## config.mk

```make
export PLATFORM = sky130hd
export DESIGN_NAME = sbc_regs
export DESIGN_NICKNAME = d
export VERILOG_FILES = /design/src/sbc_pin_mux.v /design/src/sbc_regs.v /design/src/sbc_wait_gen.v
export VERILOG_INCLUDE_DIRS = /design/src
export SDC_FILE = /design/constraint.sdc
export NUM_CORES = 1
export LEC_CHECK = 0
export BUFFER_PORTS_ARGS = -buffer_cell sky130_fd_sc_hd__buf_2
export CAP_MARGIN = 15
export CORE_ASPECT_RATIO = 2
export CORE_MARGIN = 2
export CORE_UTILIZATION = 52
export CTS_CLUSTER_DIAMETER = 40
export CTS_CLUSTER_SIZE = 25
export DETAILED_ROUTE_END_ITERATION = 8
export PLACE_DENSITY_LB_ADDON = 0.12
export SYNTH_ARGS = -nofsm -noshare
export SYNTH_HDL_FRONTEND = slang
export SYNTH_SLANG_ARGS = --single-unit
```

## constraint.sdc

```tcl
create_clock -name mclk -period 3.7 [get_ports mclk]
set_input_delay 0.925 -clock mclk [delete_from_list [all_inputs] [get_ports mclk]]
set_output_delay 0.925 -clock mclk [all_outputs]
set_load 0.01 [all_outputs]
```

## src/sbc_defs.vh

```
// constants for the system bus control register bank
`ifndef SBC_DEFS_VH
`define SBC_DEFS_VH
// register addresses in the cpu data space
`define SBC_ADDR_W          24
`define SBC_ADDR_BUSCFG     24'h00_ff00
`define SBC_ADDR_STACKPG    24'h00_ff01
`define SBC_ADDR_WAITCLK    24'h00_ff02
// bus configuration fields
`define SBC_BUS_EXP_BIT     7
`define SBC_CPU_SIZE_BIT    6
`define SBC_CE_TWO_BIT      2
`define SBC_CE_ZERO_BIT     0
`define SBC_RSV_HI_BIT      5
`define SBC_RSV_LO_BIT      3
// reset values of the stored bits
`define SBC_BUSCFG_RST_INT  8'h00
`define SBC_BUSCFG_RST_EXT  8'h01
`define SBC_STACKPG_RST     8'h00
`define SBC_WAITCLK_RST     8'h0c
// wait and clock fields
`define SBC_REL_EN_BIT      7
`define SBC_WAIT_HI_BIT     6
`define SBC_WAIT_LO_BIT     4
`define SBC_CLK_SRC_BIT     3
`define SBC_FOSC_RUN_BIT    2
// wait counter width
`define SBC_WCNT_W          4
// release sequencer states
`define SBC_REL_IDLE        2'h0
`define SBC_REL_FLOAT       2'h1
`define SBC_REL_GRANT       2'h2
`define SBC_REL_RESTORE     2'h3
`endif

```

## src/sbc_pin_mux.v

```verilog
// shared port pin: chip enable or plain port output
module sbc_pin_mux (
    // selection
    input  wire ce_enable,
    input  wire expansion,
    input  wire bus_float,
    // sources
    input  wire ce_signal,
    input  wire port_data,
    // pin
    output wire pin_out,
    output wire pin_oe_n
);
    wire use_ce;

    assign use_ce   = ce_enable & expansion;
    assign pin_out  = use_ce ? ce_signal : port_data;
    assign pin_oe_n = use_ce & bus_float;
endmodule // sbc_pin_mux

```

## src/sbc_regs.v

```verilog
// system bus control register bank
`include "sbc_defs.vh"
module sbc_regs (
    // clock and reset
    input  wire                   mclk,
    input  wire                   rst,
    // chip mode strap
    input  wire                   external_rom_chip_mode,
    // cpu register access
    input  wire [`SBC_ADDR_W-1:0] cpu_addr,
    input  wire [7:0]             cpu_wdata,
    input  wire                   cpu_wr,
    input  wire                   cpu_rd,
    output wire                   cpu_hit,
    output reg  [7:0]             cpu_rdata_ff,
    output reg                    cpu_done_ff,
    // external access wait stretch
    input  wire                   ext_access_start,
    output wire                   cpu_wait,
    // configuration outputs
    output wire                   bus_expansion_select,
    output wire                   cpu_size_select,
    output wire [7:0]             stack_page_bits,
    output wire [`SBC_WCNT_W-1:0] wait_count_field,
    output wire                   cpu_clock_source_select,
    output wire                   fast_oscillator_run,
    output wire                   bus_release_enable,
    // interrupt gating
    input  wire                   irq_in,
    input  wire                   nmi_in,
    output wire                   irq_out,
    output wire                   nmi_out,
    output wire                   int_unlocked,
    // chip enable and port pin sources
    input  wire [2:0]             ce_signal,
    input  wire [3:0]             port_data,
    // shared port pins
    output wire                   port_pin_zero,
    output wire                   port_pin_zero_oe_n,
    output wire                   port_pin_one,
    output wire                   port_pin_one_oe_n,
    output wire                   port_pin_two,
    output wire                   port_pin_two_oe_n,
    // bus release pins
    input  wire                   release_request_input_pin,
    output wire                   release_ack_output_pin,
    output wire                   release_ack_oe_n,
    output wire                   bus_float,
    output wire                   gen_port_input
);
    // strap and register state
    reg        ext_mode_ff;
    reg  [7:0] bus_cfg_ff;
    reg  [7:0] nxt_bus_cfg;
    reg  [7:0] stack_pg_ff;
    reg  [7:0] nxt_stack_pg;
    reg  [7:0] wait_clk_ff;
    reg  [7:0] nxt_wait_clk;
    reg        cfg_written_ff;
    reg        spg_written_ff;
    // read path
    reg  [7:0] nxt_rdata;
    reg  [7:0] bus_cfg_view;
    // release sequencer
    reg  [1:0] rel_state_ff;
    reg  [1:0] nxt_rel_state;
    reg        float_ff;
    reg        nxt_float;
    reg        ack_n_ff;
    reg        nxt_ack_n;
    // decode
    wire       hit_cfg;
    wire       hit_spg;
    wire       hit_wck;
    wire       wr_cfg;
    wire       wr_spg;
    wire       wr_wck;
    wire       expansion;
    wire       rel_request;
    wire       wait_busy;
    wire       wait_start;
    wire [2:0] ce_en;

    // address decode
    assign hit_cfg = cpu_addr == `SBC_ADDR_BUSCFG;
    assign hit_spg = cpu_addr == `SBC_ADDR_STACKPG;
    assign hit_wck = cpu_addr == `SBC_ADDR_WAITCLK;
    assign cpu_hit = hit_cfg | hit_spg | hit_wck;
    assign wr_cfg  = cpu_wr & hit_cfg;
    assign wr_spg  = cpu_wr & hit_spg;
    assign wr_wck  = cpu_wr & hit_wck;

    // strap caught by the clock while reset is held
    always @(posedge mclk) begin
        if (rst) begin
            ext_mode_ff <= external_rom_chip_mode;
        end
    end

    // bus configuration register
    always @* begin
        nxt_bus_cfg = bus_cfg_ff;
        if (wr_cfg) begin
            nxt_bus_cfg = cpu_wdata;
            if (ext_mode_ff) begin
                nxt_bus_cfg[`SBC_BUS_EXP_BIT] = 1'b0;
            end
        end
    end

    always @(posedge mclk) begin
        if (rst) begin
            if (external_rom_chip_mode) begin
                bus_cfg_ff <= `SBC_BUSCFG_RST_EXT;
            end else begin
                bus_cfg_ff <= `SBC_BUSCFG_RST_INT;
            end
        end else begin
            bus_cfg_ff <= nxt_bus_cfg;
        end
    end

    // stack page register
    always @* begin
        nxt_stack_pg = stack_pg_ff;
        if (wr_spg) begin
            nxt_stack_pg = cpu_wdata;
        end
    end

    always @(posedge mclk) begin
        if (rst) begin
            stack_pg_ff <= `SBC_STACKPG_RST;
        end else begin
            stack_pg_ff <= nxt_stack_pg;
        end
    end

    // wait and clock control register
    always @* begin
        nxt_wait_clk = wait_clk_ff;
        if (wr_wck) begin
            nxt_wait_clk = cpu_wdata;
        end
    end

    always @(posedge mclk) begin
        if (rst) begin
            wait_clk_ff <= `SBC_WAITCLK_RST;
        end else begin
            wait_clk_ff <= nxt_wait_clk;
        end
    end

    // write tracking for the interrupt gate
    always @(posedge mclk) begin
        if (rst) begin
            cfg_written_ff <= 1'b0;
            spg_written_ff <= 1'b0;
        end else begin
            if (wr_cfg) begin
                cfg_written_ff <= 1'b1;
            end
            if (wr_spg) begin
                spg_written_ff <= 1'b1;
            end
        end
    end

    assign int_unlocked = cfg_written_ff & spg_written_ff;
    assign irq_out      = irq_in & int_unlocked;
    assign nmi_out      = nmi_in & int_unlocked;

    // read path
    always @* begin
        bus_cfg_view = bus_cfg_ff;
        if (ext_mode_ff) begin
            bus_cfg_view[`SBC_BUS_EXP_BIT] = 1'b1;
        end
    end

    always @* begin
        nxt_rdata = 8'h00;
        if (hit_cfg) begin
            nxt_rdata = bus_cfg_view;
        end else if (hit_spg) begin
            nxt_rdata = stack_pg_ff;
        end else if (hit_wck) begin
            nxt_rdata = wait_clk_ff;
        end
    end

    always @(posedge mclk) begin
        if (rst) begin
            cpu_rdata_ff <= 8'h00;
            cpu_done_ff  <= 1'b0;
        end else begin
            cpu_done_ff <= cpu_rd | cpu_wr;
            if (cpu_rd) begin
                cpu_rdata_ff <= nxt_rdata;
            end
        end
    end

    // configuration outputs
    assign expansion = bus_cfg_view[`SBC_BUS_EXP_BIT];
    assign bus_expansion_select    = expansion;
    assign cpu_size_select         = bus_cfg_ff[`SBC_CPU_SIZE_BIT];
    assign stack_page_bits         = stack_pg_ff;
    assign cpu_clock_source_select = wait_clk_ff[`SBC_CLK_SRC_BIT];
    assign fast_oscillator_run     = wait_clk_ff[`SBC_FOSC_RUN_BIT];
    assign bus_release_enable      = wait_clk_ff[`SBC_REL_EN_BIT];
    // nonzero code n gives 2n states
    assign wait_count_field = {wait_clk_ff[`SBC_WAIT_HI_BIT:`SBC_WAIT_LO_BIT],
                               1'b0};

    // wait state stretcher
    assign wait_start = ext_access_start & ~float_ff; // no waits while released
    sbc_wait_gen u_wait (
        .mclk   (mclk),
        .rst    (rst),
        .start  (wait_start),
        .states (wait_count_field),
        .busy   (wait_busy)
    );

    assign cpu_wait = wait_busy | (wait_start &
                      (wait_count_field != {`SBC_WCNT_W{1'b0}}));

    // chip enable pins
    assign ce_en = bus_cfg_ff[`SBC_CE_TWO_BIT:`SBC_CE_ZERO_BIT];
    sbc_pin_mux u_pin_zero (
        .ce_enable (ce_en[0]),
        .expansion (expansion),
        .bus_float (float_ff),
        .ce_signal (ce_signal[0]),
        .port_data (port_data[0]),
        .pin_out   (port_pin_zero),
        .pin_oe_n  (port_pin_zero_oe_n)
    );

    sbc_pin_mux u_pin_one (
        .ce_enable (ce_en[1]),
        .expansion (expansion),
        .bus_float (float_ff),
        .ce_signal (ce_signal[1]),
        .port_data (port_data[1]),
        .pin_out   (port_pin_one),
        .pin_oe_n  (port_pin_one_oe_n)
    );

    sbc_pin_mux u_pin_two (
        .ce_enable (ce_en[2]),
        .expansion (expansion),
        .bus_float (float_ff),
        .ce_signal (ce_signal[2]),
        .port_data (port_data[2]),
        .pin_out   (port_pin_two),
        .pin_oe_n  (port_pin_two_oe_n)
    );

    // bus release sequencer
    assign rel_request = bus_release_enable &
                         ~release_request_input_pin;

    always @* begin
        nxt_rel_state = rel_state_ff;
        nxt_float     = float_ff;
        nxt_ack_n     = ack_n_ff;
        case (rel_state_ff)
            `SBC_REL_IDLE: begin
                if (rel_request & ~wait_busy) begin
                    nxt_rel_state = `SBC_REL_FLOAT;
                    nxt_float     = 1'b1;
                end
            end
            `SBC_REL_FLOAT: begin
                nxt_rel_state = `SBC_REL_GRANT;
                nxt_ack_n     = 1'b0;
            end
            `SBC_REL_GRANT: begin
                // the grant is held until the request goes high
                // dropping the enable also hands the bus back
                if (release_request_input_pin | ~bus_release_enable) begin
                    nxt_rel_state = `SBC_REL_RESTORE;
                    nxt_ack_n     = 1'b1;
                end
            end
            `SBC_REL_RESTORE: begin
                nxt_rel_state = `SBC_REL_IDLE;
                nxt_float     = 1'b0;
            end
            default: begin
                nxt_rel_state = `SBC_REL_IDLE;
                nxt_float     = 1'b0;
                nxt_ack_n     = 1'b1;
            end
        endcase
    end

    always @(posedge mclk) begin
        if (rst) begin
            rel_state_ff <= `SBC_REL_IDLE;
            float_ff     <= 1'b0;
            ack_n_ff     <= 1'b1;
        end else begin
            rel_state_ff <= nxt_rel_state;
            float_ff     <= nxt_float;
            ack_n_ff     <= nxt_ack_n;
        end
    end

    assign bus_float = float_ff;
    // acknowledge pin or plain port output
    assign release_ack_output_pin = bus_release_enable ? ack_n_ff
                                                       : port_data[3];
    assign release_ack_oe_n = 1'b0;
    assign gen_port_input   = release_request_input_pin;
endmodule // sbc_regs

```

## src/sbc_wait_gen.v

```verilog
// wait state stretcher for external accesses
`include "sbc_defs.vh"
module sbc_wait_gen (
    // clock and reset
    input  wire                   mclk,
    input  wire                   rst,
    // control
    input  wire                   start,
    input  wire [`SBC_WCNT_W-1:0] states,
    // status
    output wire                   busy
);
    reg  [`SBC_WCNT_W-1:0] count_ff;
    reg  [`SBC_WCNT_W-1:0] nxt_count;

    always @* begin
        nxt_count = count_ff;
        if (start) begin
            nxt_count = states;
        end else if (count_ff != {`SBC_WCNT_W{1'b0}}) begin
            nxt_count = count_ff - {{(`SBC_WCNT_W-1){1'b0}}, 1'b1};
        end
    end

    always @(posedge mclk) begin
        if (rst) begin
            count_ff <= {`SBC_WCNT_W{1'b0}};
        end else begin
            count_ff <= nxt_count;
        end
    end

    assign busy = count_ff != {`SBC_WCNT_W{1'b0}};
endmodule // sbc_wait_gen
```

# Word-level counts from Yosys, hierarchy flattened
# Cells that the tools add are included.
# totals
word_cells	79
ff_bits	44
in_bits	48
# classes
n_eq_ne	8
bitwise	25
reduce_logical	11
muxes	21
add_sub_neg	1
# ops
cell	count
$eq A24 B16 Y1 const B	3
$mux W8	5
$and A1 B1 Y1	16
$mux W1	9
$mux W4	2
$pmux W2 S4	1
$reduce_bool A2 Y1	4
$reduce_bool A4 Y1	2
$reduce_and A2 Y1	3
$or A1 B1 Y1	5
$eq A2 B2 Y1 const B	2
$mux W2	2
$ne A2 B2 Y1 const B	2
$not A1 Y1	4
$pmux W1 S2	2
$sub A4 B1 Y4 const B	1
$eq A2 B1 Y1 const B	1
$logic_not A2 Y1	1
$reduce_or A2 Y1	1

# Longest topological paths before layout
# logic_depth
word_depth	5
ltp_mapped	5
depth_no_buf	5

# Cells and area by module
# From an unflattened synthesis, not the netlist that was laid out.
# unflattened
hier_cells	245
area_unflattened_um2	2341.0
# modules_own_cells
module	n_inst	seq_area_each_um2	area_per_inst_um2	cells_each
sbc_regs	1	890.9	2031.9	210
sbc_wait_gen	1	80.1	230.2	26
sbc_pin_mux	3	0.0	26.3	3

# Worst setup path before layout
# OpenSTA, ideal clock, no wires.
# synth_path
path_kind	input -> output
start	input port cpu_addr[5]
end	output port cpu_hit
t_arrival_ps	1935
setup_slack_ps	840
stages	4
required_ps	2775
path_cell_list	or4_4 > nor2_8 > nand2_1 > a21oi_1
# synth_via
elab_chain_len	3
# synth_lines
item	line_no	source
start, declared	sbc_regs.v:10	input wire [`SBC_ADDR_W-1:0] cpu_addr,
$eq A24 B16 Y1 (no line)	n/a	
$or A1 B1 Y1	sbc_regs.v:88	assign cpu_hit = hit_cfg | hit_spg | hit_wck;
$or A1 B1 Y1 (*)	sbc_regs.v:88	
end, declared	sbc_regs.v:14	output wire cpu_hit,
# Mark *: on every way between the ends. The rest lies on a longest branch, timed or not.

# Worst setup path in the final report
# Same ends and word-level chain as after synthesis.

==> results.py <==
metrics = {
    "timing": {
        "fin_setup_tns_ns": 0,
        "finalCritPeriodShare_pct": 82.1,
        "worst_pin_slew_ns": 0.651,
        "slew_viol_final": 0,
        "holdWs_ns": 0.469,
        "setup_viol": 0,
        "rsz0062_at_grt": "no",
        "fin_crit_ns": 3.04,
        "hold_viol": 0,
        "fmax_ghz": 0.329,
        "skew_ns": 0.0109,
        "max_slew_margin_pct": 56.4,
    },
    "cells_and_area": {
        "area_growth_pct": 25.0,
        "layout-drive-gt1-share_pct": 39.1,
        "layout.nets": 356,
        "fin_area_mm2": 0.00275,
        "seqCellArea_um2": 971,
        "fill_cells": 374,
        "antennaDiodeCount": 0,
        "multi_input_area_mm2": 0.00113,
        "fin_util_pct": 67.2,
    },
    "setup_path": {
        "setup.worst_path.class": "input pin to output port",
        "rr_startpoint": "u_wait.count_ff[0]",
        "cp_slowest_cell": "or4_4",
        "cp.required_ns": 2.77,
        "r2r_slack_ns": 2.00,
        "critPathLaunchType": "input pin",
        "ff2ff_path_depth": 4,
        "cp_max_fo": 5,
        "crit_path_frequent_cell": "buf_2",
        "worst_setup_path_end_kind": "output port",
        "r2r-end": "rel_state_ff[0]",
        "cpPeakStageDelay_ns": 0.56,
        "worstPathArrival_ns": 2.11,
        "crit_chain": "buf_2, or4_4, nor2_8, nand2_1, a21oi_1, buf_2",
    },
    "drt": {
        "ant_nets": 0,
        "wirelength_mm": 5.08,
        "via_per_inst": 5.30,
        "drtPass1Iterations": 4,
        "drt_iter0_drc": 15,
        "drc_errors": 0,
        "num_vias": 1888,
        "wl_per_cell_um": 14.3,
    },
    "floorplanning": {
        "dieHeight_um": 95.9,
        "core-area_mm2": 0.00409,
        "die_w_um": 50.0,
        "rows": 33,
        "die_area_mm2": 0.00479,
        "start_util_pct": 53.7,
        "ios": 89,
    },
    "worst_hold_path": {
        "min_path_type": "flop to flop",
        "min_to": "spg_written_ff",
        "holdPathStages": 2,
        "worst_hold_startpoint": "spg_written_ff",
    },
    "power_and_ir_drop": {
        "p_sw_share_pct": 25.2,
        "power_density_mw_per_mm2": 360,
        "pwr-share-clk_pct": 35.2,
        "ir_worst_vdd_v": 0.000347,
        "pwr-share-comb_pct": 12.5,
        "p_switching_mw": 0.249,
        "p_total_mw": 0.988,
        "p_int_mw": 0.738,
        "pwr-share-seq_pct": 52.3,
        "power_leakage_nw": 1.38,
    },
    "synthesis": {
        "seq_area_frac_synth_pct": 44.2,
        "synthCells": 221,
        "yosys.area.top_type": "dfxtp_1",
        "synth.avg_cell_area_um2": 9.94,
        "ys.flop_type": "dfxtp_1",
        "netlist_area_mm2": 0.00220,
        "yosys.cell_count.top_type": "dfxtp_1",
        "synth_cell_types": 42,
        "ys_top_cells_by_count": "35 x dfxtp_1, 24 x nand2_1, 19 x nor2b_1",
        "synth_area_leaders": "dfxtp_1 32%, edfxtp_1 12%, mux2_2 7.2%, mux2i_1 6.8%, nor2b_1 5.4%",
        "ys_seq_elements": 44,
        "yosysWarnings": 0,
        "synth-async-reset-ratio_pct": 0,
        "synth.top_cell.area_share_pct": 31.9,
        "synth-edff-count": 9,
    },
    "place": {
        "routabilityCongestion": 0.725,
        "hpwl_mm": 3.80,
        "post_dp_cell_area_mm2": 0.00264,
        "io_buffers": 86,
    },
    "clock_network": {
        "cts_sinks": 44,
        "cts_resized": 0,
        "cts-root-buf": "clkbuf_8",
        "postCtsHoldBufs": 0,
        "clk_pin_slew_ns": 0.08,
        "cts_setup_buffers": 0,
        "clk_latency_ns": 0.30,
        "numCtsBuffers": 5,
        "clk_path_buf_depth": 2,
        "htreeDepth": 2,
        "tritoncts": "done",
    },
    "global_route": {
        "grt_pass1_vias": 1766,
        "grt_usage_pct": 21.9,
        "grt-ovfl-total": 0,
        "grt_antenna_before_repair": 0,
        "grt_pass1_wl_mm": 7.91,
        "grt_max_degree": 32,
    },
    "run": {
        "max_cap_viol_count": 0,
    },
    "outcome": {
        "status": "finished, final reports clean",
    },
}
-- power by group through the flow --
stage          clock network [mW]  registers [mW]  logic [mW]
6_report                    0.348           0.516       0.124
5_1_grt                     0.372           0.518       0.141
3_5_place_dp                    0           0.527       0.124
2_1_floorplan                   0           0.525      0.0761
4_1_cts                     0.355           0.516       0.124
3_3_place_gp                    0           0.527       0.121
-- worst max path at each step --
stage / startpoint / to / slack [ns]
5_1_grt: cpu_addr[6] / cpu_hit / 0.59
2_1_floorplan: cpu_addr[5] / cpu_hit / 0.84
3_3_place_gp: cpu_addr[5] / cpu_hit / 0.68
3_5_place_dp: cpu_addr[5] / cpu_hit / 0.66
6_report: cpu_addr[5] / cpu_hit / 0.66
4_1_cts: cpu_addr[5] / cpu_hit / 0.66
-- cell usage in the layout, fill, tap and decap left out, drive strengths merged, types with 2 or more instances in the layout --
cell type	count
a21oi	5
a22o	8
and3	6
and4	3
and4b	2
buf	89
clkbuf	6
conb	2
dfxtp	35
edfxtp	9
ha	5
inv	8
mux2	14
mux2i	15
nand2	24
nand2b	2
nand4	2
nor2	15
nor2b	19
nor3	2
nor4	5
o21ai	14
or4	2
-- metal layers --
layer / track usage, % / wire [µm] / vias up
li1: - / - / 940
met1: 23.2 / 1920 / 875
met2: 42.4 / 2830 / 66
met3: 3.26 / 243 / 7
met4: 7.87 / 82 / 0
met5: 0 / 0 / -
-- metrics by stage --
stage                     setup WS (ns)  instances
after floorplan                   0.840        222
after global placement            0.676        348
after detailed placement          0.662        348
after CTS                         0.659        356
after global routing              0.591        356
final                             0.663        356
-- critical path: cells and delay by family --
| kind | cells | cell delay, ns |
|---|---|---|
| simple gates | 3 | 0.83 |
| buf+inv | 2 | 0.24 |
| compound gates | 1 | 0.12 |
-- cells by family after synthesis --
kind of cell               synth area share [%]
and+or+nand+nor                            23.7
AOI/OAI and AO/OA                          9.97
buffers and inverters                      4.73
DFF                                        44.2
xor gates and xnor gates                  0.399
other                                     0.171
adders and majority gates                  2.85
muxes                                      14.0
-- cell type report --
cell class | count | share of cell area, %
clock inverters | 2 | 0.547
flip-flops and latches | 44 | 35.4
multi-input cells | 157 | 41.0
repair buffers | 89 | 16.5
well taps | 52 | 2.37
clock buffers | 6 | 3.42
inverters | 6 | 0.820
-- state kept, by name, indices dropped and copies added (netlist names), 2 cells and up --
| signal | cells |
|---|---|
| rel_state_ff | 2 |
| bus_cfg_ff | 8 |
| stack_page_bits | 8 |
| wait_clk_ff | 8 |
| cpu_rdata_ff | 8 |
| u_wait.count_ff | 4 |
No activity file was read; power rests on OpenSTA's default activity.
